$ cat src/common/sasr_pkg.sv
package sasr_pkg;

  // ---------------------------------------------------------------
  // Frame and conversion sizes
  // ---------------------------------------------------------------
  localparam int SASR_RES_W       = 14; // Result bits per sample
  localparam int SASR_FRAME_FALLS = 16; // Falling edges to frame end
  localparam int SASR_SYNC_W      = 3;  // Pin synchroniser depth

  // ---------------------------------------------------------------
  // Power-down entry counts (chip-select pulses, clock static)
  // ---------------------------------------------------------------
  localparam logic [2:0] SASR_NAP_PULSES   = 3'h2;
  localparam logic [2:0] SASR_SLEEP_PULSES = 3'h4;

  // ---------------------------------------------------------------
  // Frame sequencer states
  // ---------------------------------------------------------------
  typedef enum logic [2:0] {
    SASR_ST_IDLE  = 3'h1,  // Chip select high, tracking
    SASR_ST_FRAME = 3'h2,  // Shifting and converting
    SASR_ST_DONE  = 3'h4   // Frame complete, output released
  } sasr_state_t;

endpackage : sasr_pkg

$ cat src/common/sasr_sar_if.sv
`timescale 1ns/1ps

// Link between the frame sequencer and the approximation engine
interface sasr_sar_if #(
  parameter int RES_W = 14
);
  logic             start;   // Hold a new sample, clear result
  logic             step;    // Resolve one more result bit
  logic [RES_W-1:0] sample;  // Code presented at hold time
  logic [RES_W-1:0] result;  // Bits resolved so far
  logic             done;    // All bits resolved

  modport seq  (output start, output step, output sample,
                input  result, input done);
  modport conv (input  start, input step, input sample,
                output result, output done);
endinterface : sasr_sar_if

$ cat src/logic/sasr_readout.sv
`timescale 1ns/1ps

// Notes on behaviour
// [RULE1] Chip-select fall starts conversion and frame
// [RULE2] Chip select high: output released, tracking
// [RULE3] Output changes only on shift-clock falls
// [RULE4] Each frame fall steps the approximation
// [RULE5] Frame shifts out previous frame's result
// [RULE6] First leading zero appears at chip-select fall
// [RULE7] Clock low at start: one leading zero
// [RULE8] Clock high or running: two leading zeros
// [RULE9] Result MSB first, then trailing zeros
// [RULE10] Host holds select past sixteenth fall
// [RULE11] Host keeps start-to-clock delay
// [RULE12] Host uses fast clock, high acquisition
// [RULE13] Continuous clock windows in whole periods
// [RULE14] Burst or continuous clock, no configuration
// [RULE15] Two static-clock select pulses enter nap
// [RULE16] Four static-clock select pulses enter sleep
// [RULE17] Host wakes with one shift-clock pulse
// [RULE18] Output released after sixteenth fall
// [RULE19] Host captures next edge, strips zeros
// [RULE20] Host discards first frame after wake
module sasr_readout
  import sasr_pkg::*;
#(
  parameter int RES_W       = SASR_RES_W,
  parameter int FRAME_FALLS = SASR_FRAME_FALLS
) (
  input  wire logic             clock_i,
  input  wire logic             rst_b_i,
  input  wire logic             cs_b_i,
  input  wire logic             sck_i,
  input  wire logic [RES_W-1:0] ain_code_i,
  output logic                  sdo_o,
  output logic                  sdo_oe_o,
  output logic                  track_o,
  output logic                  nap_o,
  output logic                  sleep_o
);

  localparam int CNT_W = $clog2(FRAME_FALLS + 1);
  localparam int PAD_W = FRAME_FALLS - RES_W;
  localparam logic [CNT_W-1:0] LAST_FALL = CNT_W'(FRAME_FALLS);
  localparam logic [CNT_W-1:0] CNT_ONE   = CNT_W'(1);

  // ---------------------------------------------------------------
  // Pin synchronisers and filtered levels
  // ---------------------------------------------------------------
  logic [SASR_SYNC_W-1:0] cs_sync_q;
  logic [SASR_SYNC_W-1:0] sck_sync_q;
  logic                   cs_lvl_q;
  logic                   cs_old_q;
  logic                   sck_lvl_q;
  logic                   sck_old_q;

  // A change counts once the second and third stages agree
  always_ff @(posedge clock_i)
  begin
    if (!rst_b_i)
    begin
      cs_sync_q  <= '1;
      sck_sync_q <= '0;
      cs_lvl_q   <= 1'b1;
      cs_old_q   <= 1'b1;
      sck_lvl_q  <= 1'b0;
      sck_old_q  <= 1'b0;
    end
    else
    begin
      cs_sync_q  <= {cs_sync_q[SASR_SYNC_W-2:0], cs_b_i};
      sck_sync_q <= {sck_sync_q[SASR_SYNC_W-2:0], sck_i};
      if (cs_sync_q[1] == cs_sync_q[2])
        cs_lvl_q <= cs_sync_q[2];
      if (sck_sync_q[1] == sck_sync_q[2])
        sck_lvl_q <= sck_sync_q[2];
      cs_old_q   <= cs_lvl_q;
      sck_old_q  <= sck_lvl_q;
    end
  end

  // ---------------------------------------------------------------
  // Edge decode
  // ---------------------------------------------------------------
  // Falling edge of a filtered level, shared by both pins
  function automatic logic sasr_fell(input logic prev, input logic now);
    return prev & ~now;
  endfunction : sasr_fell

  wire cs_fall  = sasr_fell(cs_old_q, cs_lvl_q);
  wire cs_rise  = ~cs_old_q & cs_lvl_q;
  wire sck_fall = sasr_fell(sck_old_q, sck_lvl_q);
  wire sck_edge = sck_old_q ^ sck_lvl_q;

  // ---------------------------------------------------------------
  // Frame sequencer
  // ---------------------------------------------------------------
  sasr_state_t             state_q;
  sasr_state_t             state_d;
  logic [CNT_W-1:0]        falls_q;
  logic [FRAME_FALLS-1:0]  shift_q;
  logic [RES_W-1:0]        prev_q;
  logic                    sdo_q;
  logic                    oe_q;
  logic                    track_q;

  sasr_sar_if #(.RES_W(RES_W)) sar ();

  wire in_frame   = (state_q == SASR_ST_FRAME);
  wire frame_fall = in_frame & sck_fall & ~cs_rise;
  wire last_fall  = frame_fall & ((falls_q + CNT_ONE) == LAST_FALL);

  // Frame word: one leading zero in front of the stored result
  wire [FRAME_FALLS-1:0] word_one =
    {{PAD_W{1'b0}}, prev_q} << (PAD_W - 1);
  // Clock high at chip-select fall adds a second leading zero
  wire [FRAME_FALLS-1:0] word_two  = word_one >> 1;
  wire [FRAME_FALLS-1:0] load_word =
    sck_lvl_q ? word_two : word_one;                  // [RULE7] [RULE8]

  // Next state; select rise wins over the last fall, any select rise ends the frame
  always_comb
  begin
    state_d = state_q;
    case (state_q)
      SASR_ST_IDLE:
        if (cs_fall)
          state_d = SASR_ST_FRAME;                    // [RULE1]
      SASR_ST_FRAME:
        if (cs_rise)
          state_d = SASR_ST_IDLE;
        else if (last_fall)
          state_d = SASR_ST_DONE;                     // [RULE18]
      SASR_ST_DONE:
        if (cs_rise)
          state_d = SASR_ST_IDLE;
      default:
        state_d = SASR_ST_IDLE;
    endcase
  end

  // Approximation engine control
  assign sar.start  = cs_fall;                        // [RULE1]
  assign sar.step   = frame_fall;                     // [RULE4] [RULE14]
  assign sar.sample = ain_code_i;

  sasr_sar #(
    .RES_W   (RES_W)
  ) u_sar (
    .clock_i (clock_i),
    .rst_b_i (rst_b_i),
    .sar     (sar)
  );

  // State and fall counter
  always_ff @(posedge clock_i)
  begin
    if (!rst_b_i)
    begin
      state_q <= SASR_ST_IDLE;
      falls_q <= '0;
    end
    else
    begin
      state_q <= state_d;
      if (cs_fall)
        falls_q <= '0;
      else if (frame_fall)
        falls_q <= falls_q + CNT_ONE;
    end
  end

  // Result kept only for a frame that reached its last fall
  always_ff @(posedge clock_i)
  begin
    if (!rst_b_i)
      prev_q <= '0;
    else if (last_fall && sar.done)
      prev_q <= sar.result;                           // [RULE5] [RULE10]
  end

  // Serial output path
  always_ff @(posedge clock_i)
  begin
    if (!rst_b_i)
    begin
      shift_q <= '0;
      sdo_q   <= 1'b0;
      oe_q    <= 1'b0;
    end
    else if (cs_fall)
    begin
      shift_q <= load_word;
      sdo_q   <= 1'b0;                                // [RULE6]
      oe_q    <= 1'b1;
    end
    else if (cs_rise)
    begin
      sdo_q   <= 1'b0;
      oe_q    <= 1'b0;                                // [RULE2]
    end
    else if (last_fall)
    begin
      sdo_q   <= 1'b0;
      oe_q    <= 1'b0;                                // [RULE18]
    end
    else if (frame_fall)
    begin
      sdo_q   <= shift_q[FRAME_FALLS-2];              // [RULE3] [RULE9]
      shift_q <= {shift_q[FRAME_FALLS-2:0], 1'b0};    // [RULE9]
    end
  end

  // Sample-and-hold tracks while chip select is high
  always_ff @(posedge clock_i)
  begin
    if (!rst_b_i)
      track_q <= 1'b1;
    else
      track_q <= cs_lvl_q;                            // [RULE2]
  end

  // ---------------------------------------------------------------
  // Power-down control
  // ---------------------------------------------------------------
  logic [2:0] pulses_q;
  logic [2:0] pulses_d;
  logic       edge_seen_q;
  logic       nap_q;
  logic       sleep_q;

  // Count select pulses that saw no clock edge; any edge wakes
  always_comb
  begin
    pulses_d = pulses_q;
    if (sck_edge)
      pulses_d = '0;                                  // [RULE17]
    else if (cs_rise && !edge_seen_q &&
             pulses_q != SASR_SLEEP_PULSES)
      pulses_d = pulses_q + 3'h1;                     // [RULE15] [RULE16]
  end

  always_ff @(posedge clock_i)
  begin
    if (!rst_b_i)
    begin
      pulses_q    <= '0;
      edge_seen_q <= 1'b0;
      nap_q       <= 1'b0;
      sleep_q     <= 1'b0;
    end
    else
    begin
      pulses_q    <= pulses_d;
      edge_seen_q <= sck_edge | (edge_seen_q & ~cs_fall);
      nap_q       <= (pulses_d >= SASR_NAP_PULSES) &&
                     (pulses_d <  SASR_SLEEP_PULSES); // [RULE15]
      sleep_q     <= (pulses_d == SASR_SLEEP_PULSES); // [RULE16]
    end
  end

  // ---------------------------------------------------------------
  // Outputs, all from flip-flops
  // ---------------------------------------------------------------
  assign sdo_o    = sdo_q;
  assign sdo_oe_o = oe_q;
  assign track_o  = track_q;
  assign nap_o    = nap_q;
  assign sleep_o  = sleep_q;

endmodule : sasr_readout

$ cat src/logic/sasr_sar.sv
`timescale 1ns/1ps

module sasr_sar
  import sasr_pkg::*;
#(
  parameter int RES_W = SASR_RES_W
) (
  input  wire logic clock_i,
  input  wire logic rst_b_i,
  sasr_sar_if.conv  sar
);

  logic [RES_W-1:0] held_q;
  logic [RES_W-1:0] res_q;
  logic [RES_W-1:0] mask_q;
  logic [RES_W-1:0] trial;
  logic             keep;

  // ---------------------------------------------------------------
  // Trial decision for the bit under test
  // ---------------------------------------------------------------
  assign trial      = res_q | mask_q;
  assign keep       = (trial <= held_q);
  assign sar.result = res_q;
  assign sar.done   = (mask_q == '0);

  // One bit resolved per step, MSB first
  always_ff @(posedge clock_i)
  begin
    if (!rst_b_i)
    begin
      held_q <= '0;
      res_q  <= '0;
      mask_q <= '0;
    end
    else if (sar.start)
    begin
      held_q <= sar.sample;
      res_q  <= '0;
      mask_q <= {1'b1, {(RES_W-1){1'b0}}};
    end
    else if (sar.step && !sar.done)
    begin
      res_q  <= keep ? trial : res_q;
      mask_q <= mask_q >> 1;
    end
  end

endmodule : sasr_sar

$ cat config.mk
export PLATFORM = sky130hd
export DESIGN_NAME = sasr_readout
export DESIGN_NICKNAME = d
export VERILOG_FILES = /design/src/common/sasr_pkg.sv /design/src/common/sasr_sar_if.sv /design/src/logic/sasr_readout.sv /design/src/logic/sasr_sar.sv
export SDC_FILE = /design/constraint.sdc
export NUM_CORES = 1
export LEC_CHECK = 0
export BUFFER_PORTS_ARGS = -buffer_cell sky130_fd_sc_hd__buf_2
export CAP_MARGIN = 20
export CORE_ASPECT_RATIO = 1.4
export CORE_MARGIN = 1
export CORE_UTILIZATION = 61
export DETAILED_ROUTE_END_ITERATION = 6
export PLACE_DENSITY_LB_ADDON = 0.1
export SLEW_MARGIN = 20
export SYNTH_ARGS = -nofsm -noshare
export SYNTH_HDL_FRONTEND = slang
export SYNTH_HIERARCHICAL = 1
export SYNTH_SLANG_ARGS = --single-unit
$ cat constraint.sdc
create_clock -name clock_i -period 2.88 [get_ports clock_i]
set_input_delay 0.576 -clock clock_i [delete_from_list [all_inputs] [get_ports clock_i]]
set_output_delay 0.576 -clock clock_i [all_outputs]
set_load 0.01 [all_outputs]
==> results.json, run 1 <==
{
  "drc": 0,
  "finalSetupTns_ns": 0,
  "ys.flop_type": "dfxtp_1",
  "finalWirelength_microns": 8590,
  "numCtsBuffers": 9,
  "dp_hpwl_microns": 6080,
  "area_growth_pct": 7.18,
  "cts_hold_buf": 0,
  "skew_ns": 0.00758,
  "clock_latency_ns": 0.37,
  "ant_nets": 0,
  "grt_max_degree": 62,
  "start_util_pct": 63.3,
  "layout-drive-gt1-share_pct": 15.1,
  "required_ns": 3.18,
  "grt_first_pass_wirelength_microns": 14400,
  "setup_viol": 0,
  "fillers": 593,
  "coreArea_sq_um": 7360,
  "gp_congestion": 0.842,
  "cts_tree": "yes",
  "synth.most_common_cell": "dfxtp_1",
  "leakage_nw": 1.82,
  "drtIter0Drc": 161,
  "io-pin-count": 23,
  "ir_drop_mv": 0.307,
  "synth_top_area_cell": "dfxtp_1",
  "grt.overflow.total": 0,
  "critPathArrivalTime_ns": 2.51,
  "slew_viol_final": 0,
  "async_reset_ff_share_pct": 0,
  "nets": 564,
  "syn_nets": 551,
  "cp_max_fo": 23,
  "min_period_ns": 2.21,
  "grt_usage_pct": 24.0,
  "cts_buffer_depth": 2,
  "seq_area_frac_synth_pct": 41.7,
  "synth_common_cells": "dfxtp_1 (97), nand2_1 (86), mux2i_1 (50), inv_1 (36), nor2_1 (28)",
  "fin_cells": 626,
  "path_class": "reg -> reg",
  "post_cts_resized": 0,
  "synth_edf_count": 0,
  "die_x_microns": 75.8,
  "synthCells": 511,
  "port_buffers": 22,
  "hold_path.class": "in -> reg",
  "end_kind": "register",
  "rsz0062_at_grt": "no",
  "cts_max_level": 3,
  "maxCapViolCount": 0,
  "die_y_microns": 105,
  "vias": 3398,
  "clock-sinks": 97,
  "synthesis.area_sq_um": 4660,
  "num_rows": 37,
  "ys_types": 53,
  "antenna_found_initial": 0,
  "status": "complete, no violations",
  "slew_headroom_pct": 61.9,
  "yosys_register_bits": 97,
  "ys_warn_count": 6,
  "synth_top_area_share_pct": 41.7,
  "diodes": 0,
  "cts_setup_buffers": 0,
  "startpoint_type": "register",
  "cts-root-buf": "clkbuf_8",
  "ys_top_cells_by_area": "dfxtp_1 (42%), mux2i_1 (11%), nand2_1 (6.9%)",
  "place_inst": 610,
  "avgSynthCellArea_sq_um": 9.11,
  "finalCritPeriodShare_pct": 76.6,
  "viasPerCell": 5.43,
  "dieArea_sq_um": 7990,
  "maxClockFrequency_ghz": 0.453,
  "hold_viol_final": 0,
  "wl_per_cell_microns": 13.7,
  "p_per_area_nw_per_um2": 455,
  "grt_pass1_vias": 3207,
  "tightest_slew_ns": 0.571,
  "cts.reportedPaths.clkPinSlew_ns": 0.08,
  "dr.pass1.iters": 4
}
placed cells by master, fill, tap and decap left out, drive strengths merged, types with 6 or more instances in the layout:
| cell | count |
|---|---|
| dfxtp | 97 |
| o21ai | 18 |
| mux2i | 50 |
| nor2b | 18 |
| o2111ai | 13 |
| ha | 22 |
| clkbuf | 15 |
| nand2 | 88 |
| inv | 36 |
| nor2 | 28 |
| nand2b | 7 |
| o31ai | 14 |
| and2 | 6 |
| or2 | 13 |
| a21oi | 24 |
| buf | 31 |
through the flow:
stage	setup WS (ns)	utilization [%]	hold WS [ns]	instance area, sq um	power, mW
final	0.673	67.8	0.382	4990	2.27
after global placement	0.732	65.2	0.411	4800	1.44
after CTS	0.634	67.8	0.365	4990	2.29
after floorplan	0.649	-	0.386	4660	1.42
after detailed placement	0.665	65.2	0.403	4800	1.44
after global routing	0.510	67.8	0.381	4990	2.35
state kept, by name, summed over array words and instances, names as in the netlist:
| register | cells |
|---|---|
| track_o | 1 |
| sleep_o | 1 |
| sdo_o | 1 |
| state_q | 3 |
| edge_seen_q | 1 |
| sck_lvl_q | 1 |
| falls_q | 5 |
| cs_lvl_q | 1 |
| shift_q | 15 |
| sck_old_q | 1 |
| prev_q | 14 |
| pulses_q | 3 |
| sdo_oe_o | 1 |
| nap_o | 1 |
| u_sar/sar.result | 14 |
| u_sar/mask_q | 14 |
| cs_sync_q | 3 |
| sck_sync_q | 3 |
| u_sar/held_q | 14 |
worst paths after layout:
kind                        to  slack (ns)  depth (start not counted)         start
setup / recovery     prev_q[3]        0.67                          9       track_o
setup reg to reg     prev_q[3]        0.67                          9       track_o
hold / removal    cs_sync_q[0]        0.38                          2        cs_b_i
hold reg to reg   cs_sync_q[1]        0.42                          1  cs_sync_q[0]
logic make-up after synthesis:
kind of cell | synth area share, %
and+or+nand+nor | 20.0
DFF | 41.7
AOI/OAI and AO/OA | 13.5
buffers and inverters | 6.83
muxes | 10.7
adders and majority gates | 5.91
xor gates and xnor gates | 1.32
metal layers:
| metal | vias to the layer above | track usage, % | part of all wire (%) |
|---|---|---|---|
| li1 | 1771 | - | - |
| met1 | 1563 | 28.3 | 44 |
| met2 | 46 | 38.9 | 49 |
| met3 | 18 | 5.64 | 2.7 |
| met4 | 0 | 12.8 | 4.0 |
| met5 | - | 0 | 0 |
report_power, final:
part           switching (mW)  internal [mW]  total [mW]
combinational          0.0380         0.0236      0.0615
sequential            0.00190           1.34        1.35
clock                   0.451          0.410       0.860
total                   0.490           1.78        2.27
cell type report:
type | count | area (sq um) | share of cell area, %
Inverter | 37 | 144 | 2.88
Timing Repair Buffer | 31 | 190 | 3.81
Clock buffer | 15 | 186 | 3.74
Clock inverter | 1 | 7.51 | 0.150
Tap cell | 97 | 121 | 2.43
Multi-Input combinational cell | 348 | 2400 | 48.1
Sequential cell | 97 | 1940 | 38.9
critical path, cell delays in order (launching register included):
cell and delay [ns]:
dfxtp_1 0.36, inv_1 0.07, ha_1 0.28, nor4b_4 0.29, nand2_2 0.15, clkinv_4 0.19
and3_1 0.18, and3_1 0.15, buf_4 0.25, mux2i_1 0.21
Power figures use the tool's default switching activity.
==> run 2, diff against run 1 <==
==> constraint.sdc (replaced) <==
create_clock -name clock_i -period 2.1 [get_ports clock_i]
set_input_delay 0.42 -clock clock_i [delete_from_list [all_inputs] [get_ports clock_i]]
set_output_delay 0.42 -clock clock_i [all_outputs]
set_load 0.01 [all_outputs]
==> run 2 against run 1 <==
The run now ends with negative setup slack left. Register-to-register slack got worse by 0.70 ns. First-iteration DRC count increased by 14%. Utilization increased by 6.6 points. Maximum frequency increased by 3.9%.
==> results.json, run 2 (same netlist as run 1, synthesis figures left out) <==
{
  "place_inst": 626,
  "numCtsBuffers": 9,
  "cts-root-buf": "clkbuf_8",
  "final_core_util_pct": 74.3,
  "required_ns": 2.35,
  "end_kind": "register",
  "nets": 586,
  "hold_ws_ns": 0.260,
  "num_rows": 37,
  "drc": 0,
  "maxClockFrequency_ghz": 0.471,
  "hold_viol_final": 0,
  "drtIter0Drc": 183,
  "path_class": "reg -> reg",
  "dr.pass1.iters": 4,
  "cp_max_fo": 6,
  "viasPerCell": 5.48,
  "ir_drop_mv": 0.491,
  "status": "complete, but fails checks",
  "setup_viol": 7,
  "die_x_microns": 75.8,
  "slew_headroom_pct": 45.9,
  "grt_max_degree": 92,
  "leakage_nw": 1.98,
  "cts_tree": "yes",
  "dp_slack_ns": 0.0152,
  "finalCritPeriodShare_pct": 101,
  "slew_viol_final": 0,
  "grt_usage_pct": 24.2,
  "area_growth_pct": 17.5,
  "layout-drive-gt1-share_pct": 24.3,
  "dieArea_sq_um": 7990,
  "wl_per_cell_microns": 15.3,
  "antenna_found_initial": 0,
  "layout_common_cells": "dfxtp_1 (87), nand2_1 (83), mux2i_1 (50)",
  "rsz0062_at_grt": "yes",
  "tightest_slew_ns": 0.811,
  "reg2reg_slack_ns": -0.02,
  "clock-sinks": 97,
  "grt.overflow.total": 0,
  "finalWirelength_microns": 9920,
  "startpoint_type": "register",
  "diodes": 0,
  "gp_congestion": 0.848,
  "vias": 3550,
  "coreArea_sq_um": 7360,
  "cts.reportedPaths.clkPinSlew_ns": 0.08,
  "largest_register_ffs": 15,
  "p_per_area_nw_per_um2": 574,
  "clock_latency_ns": 0.36,
  "place_area_sq_um": 4930,
  "skew_ns": 0.00762,
  "port_buffers": 22,
  "dp_hpwl_microns": 6210,
  "grt_first_pass_wirelength_microns": 15000,
  "violations": "negative setup slack",
  "hold_path.class": "in -> reg",
  "final_area_sq_um": 5470,
  "finalWorstSetupSlack_ns": -0.0246,
  "min_period_ns": 2.12,
  "die_y_microns": 105,
  "top_register": "shift_q",
  "start_util_pct": 63.3,
  "cts_buffer_depth": 2,
  "critPathArrivalTime_ns": 2.37,
  "cts_max_level": 3,
  "io-pin-count": 23,
  "grt_pass1_vias": 3424,
  "maxCapViolCount": 0,
  "fin_cells": 648,
  "ant_nets": 0,
  "final_common_cell": "dfxtp_1"
}
## run 2: cell count changes in the layout (fill, tap and decap cells not counted), sizes merged
cell / delta
clkinv: +2
buf: +21
bufinv: +1
clkbuf: -1
clkinvlp: -1
## run 2: what timing repair did
action,CTS,global route
setup endpoints to repair,13,41
hold buffers,0,0
buffers inserted,2,4
pin swaps,2,7
endpoints found under the hold margin,0,0
cloned,0,1
gates resized for setup,9,39
## run 2: power by group
| part | total, mW | internal [mW] | switching [mW] | leakage [nW] |
|---|---|---|---|---|
| Clock | 1.19 | 0.582 | 0.611 | 0.0974 |
| Sequential | 1.85 | 1.84 | 0.00255 | 0.786 |
| Combinational | 0.102 | 0.0398 | 0.0622 | 1.10 |
| Total | 3.14 | 2.46 | 0.676 | 1.98 |
## run 2: final cells by class
class | instances | area, sq um
clock buffer | 13 | 149
clock inverter | 3 | 40.0
fill | 529 | 1890
inverter | 37 | 144
multi-input combinational | 348 | 2680
sequential | 97 | 1950
tap | 97 | 121
timing repair buffer | 53 | 389
## run 2: path summary, 6_finish.rpt
path,to,startpoint,cells after the start
worst min-delay path,cs_sync_q[0],cs_b_i,2
worst max register to register,u_sar/sar.result[10],u_sar/sar.result[10],9
worst max-delay path,u_sar/sar.result[10],u_sar/sar.result[10],9
worst min register to register,cs_sync_q[1],cs_sync_q[0],1
## run 2: layer usage
layer	vias up	wire length, microns	GRT usage, %	part of all wire, %
met2	52	5230	42.4	53
met4	0	261	8.73	2.6
met3	21	242	4.97	2.4
li1	1806	-	-	-
met1	1671	4180	28.2	42
met5	-	0	0	0
## run 2: stage by stage
step                      power [mW]  TNS (ns)
final                           3.14    -0.126
after global routing            3.26     -1.08
after floorplan                 1.94         0
after CTS                       3.15         0
after detailed placement        1.97         0
after global placement          1.97    -0.315
## run 2: worst max-delay path, stage by stage, from the launching register on
cell and delay, ns:
dfxtp_1 0.34, or2_2 0.31, ha_1 0.31, nand2_1 0.11, nor4_4 0.16, buf_4 0.16, o31ai_4 0.07, a21boi_4 0.26
clkbuf_16 0.22, o31ai_4 0.05
==> run 3, diff against run 2 <==
--- a/config.mk
+++ b/config.mk
@@ -5,12 +5,13 @@
 export SDC_FILE = /design/constraint.sdc
 export NUM_CORES = 1
 export LEC_CHECK = 0
-export BUFFER_PORTS_ARGS = -buffer_cell sky130_fd_sc_hd__buf_2
 export CAP_MARGIN = 20
 export CORE_ASPECT_RATIO = 1.4
 export CORE_MARGIN = 1
-export CORE_UTILIZATION = 61
+export CORE_UTILIZATION = 63
+export CTS_CLUSTER_DIAMETER = 60
 export DETAILED_ROUTE_END_ITERATION = 6
+export DONT_BUFFER_PORTS = 1
 export PLACE_DENSITY_LB_ADDON = 0.1
 export SLEW_MARGIN = 20
 export SYNTH_ARGS = -nofsm -noshare
==> run 3 against run 2 <==
The flow still finishes with violations (negative setup slack). Cell count fell by 3.4%. Critical path depth decreased by 1. Utilization is 1.3 points higher. Worst hold slack worse by 0.11 ns. Setup slack improved by 0.015 ns. Clock skew up 0.0022 ns. Die area is 3.1% lower. Largest power group unchanged. Highest routed layer unchanged.
==> results.json, run 3 (same netlist as run 1, synthesis figures left out) <==
{
  "grt_max_degree": 93,
  "cts_buffer_depth": 2,
  "start_util_pct": 65.8,
  "finalWorstSetupSlack_ns": -0.00972,
  "slew_viol_final": 0,
  "area_growth_pct": 14.9,
  "finalSetupTns_ns": -0.00972,
  "cts_hold_buf": 0,
  "cp_max_fo": 7,
  "startpoint_type": "register",
  "grt_first_pass_wirelength_microns": 16700,
  "leakage_nw": 1.88,
  "largest_register_ffs": 15,
  "tightest_slew_ns": 0.307,
  "drc": 0,
  "skew_ns": 0.00981,
  "ir_drop_mv": 0.452,
  "port_buffers": 0,
  "gp_congestion": 0.870,
  "die_x_microns": 74.7,
  "viasPerCell": 5.74,
  "crit_path_max_incr_delay_ns": 0.34,
  "wl_per_cell_microns": 16.7,
  "maxCapViolCount": 0,
  "hold_viol_final": 0,
  "grt.overflow.total": 0,
  "antenna_found_initial": 0,
  "hold_depth": 1,
  "ant_nets": 0,
  "layout-drive-gt1-share_pct": 22.2,
  "status": "complete, but fails checks",
  "min_period_ns": 2.11,
  "required_ns": 2.37,
  "hold_ws_ns": 0.148,
  "clock_latency_ns": 0.36,
  "path_depth": 8,
  "violations": "negative setup slack",
  "dieArea_sq_um": 7740,
  "vias": 3596,
  "setup_viol": 1,
  "grt_usage_pct": 27.9,
  "diodes": 0,
  "cts.reportedPaths.clkPinSlew_ns": 0.09,
  "maxClockFrequency_ghz": 0.474,
  "nets": 567,
  "finalCritPeriodShare_pct": 100,
  "cts_tree": "yes",
  "hold_path.class": "in -> reg",
  "clock-sinks": 97,
  "top_register": "shift_q",
  "die_y_microns": 104,
  "coreArea_sq_um": 7070,
  "num_rows": 36,
  "reg2regPathDepth": 8,
  "dr.pass1.iters": 4,
  "final_common_cell": "dfxtp_1",
  "slowest_stage": "dfxtp_2",
  "layout_common_cells": "dfxtp_1 (84), nand2_1 (82), mux2i_1 (50)",
  "critPathArrivalTime_ns": 2.38,
  "p_per_area_nw_per_um2": 572,
  "crit_family": "simple AND/OR/NAND/NOR gates",
  "path_cells": "or2_4, ha_4, nand2_4, nor4_4, nand4_1, a21boi_4, buf_12, o31ai_4",
  "grt_pass1_vias": 3672,
  "cts-root-buf": "clkbuf_8",
  "slew_headroom_pct": 79.0,
  "dp_hpwl_microns": 6630,
  "io-pin-count": 23,
  "finalWirelength_microns": 10500,
  "drtIter0Drc": 291,
  "cts_max_level": 3,
  "path_class": "reg -> reg",
  "end_kind": "register",
  "worst-path-buf-inv": 1,
  "numCtsBuffers": 9
}
==> run 3: changes by cell type in the layout (fill, tap and decap cells not counted), sizes merged <==
| cell | delta |
|---|---|
| clkinvlp | +1 |
| clkbuf | -1 |
| buf | -18 |
| bufinv | -1 |
| clkinv | -1 |
==> run 3: layer usage <==
metal	wire length, microns	vias to the layer above	GRT usage, %	part of all wire [%]
met3	275	29	3.40	2.6
met5	0	-	0	0
met1	4230	1722	31.6	40
li1	-	1772	-	-
met4	379	0	14.8	3.6
met2	5570	73	48.8	53
==> run 3: per-stage QoR <==
stage               instance area (sq um)  power, mW  std cells  worst slack, ns  utilization [%]
CTS                                  5240       3.07        623           0.0649             74.0
global placement                     4810       1.94        601           0.0772             68.0
global route                         5350       3.16        626          -0.0782             75.6
floorplan                            4660       1.94        511           0.0322                -
finish                               5350       3.06        626         -0.00972             75.6
detailed placement                   4810       1.94        601           0.0140             68.0
==> run 3: report_power, final <==
group	internal (mW)	switching, mW	leakage [nW]
clock network	0.521	0.629	0.0915
registers	1.84	0.00301	0.788
logic	0.0286	0.0336	1.00
==> run 3: final timing paths <==
kind,end,startpoint,slack [ns]
max,u_sar/sar.result[11],u_sar/sar.result[13],-0.01
min,track_o,rst_b_i,0.15
max reg2reg,u_sar/sar.result[11],u_sar/sar.result[13],-0.01
min reg2reg,cs_sync_q[1],cs_sync_q[0],0.43
==> run 3: cell type report <==
type,count,area (sq um)
clock buffer,13,169
clock inverter,2,12.5
fill,512,1720
inverter,37,144
multi-input combinational,348,2640
sequential,97,1960
tap,95,119
timing repair buffer,34,304
==> run 3: what timing repair did <==
action	in CTS	in global routing
pin swaps	7	11
endpoints found under the setup margin	8	30
cloned	1	0
gates resized for setup	33	18
buffers inserted	6	3
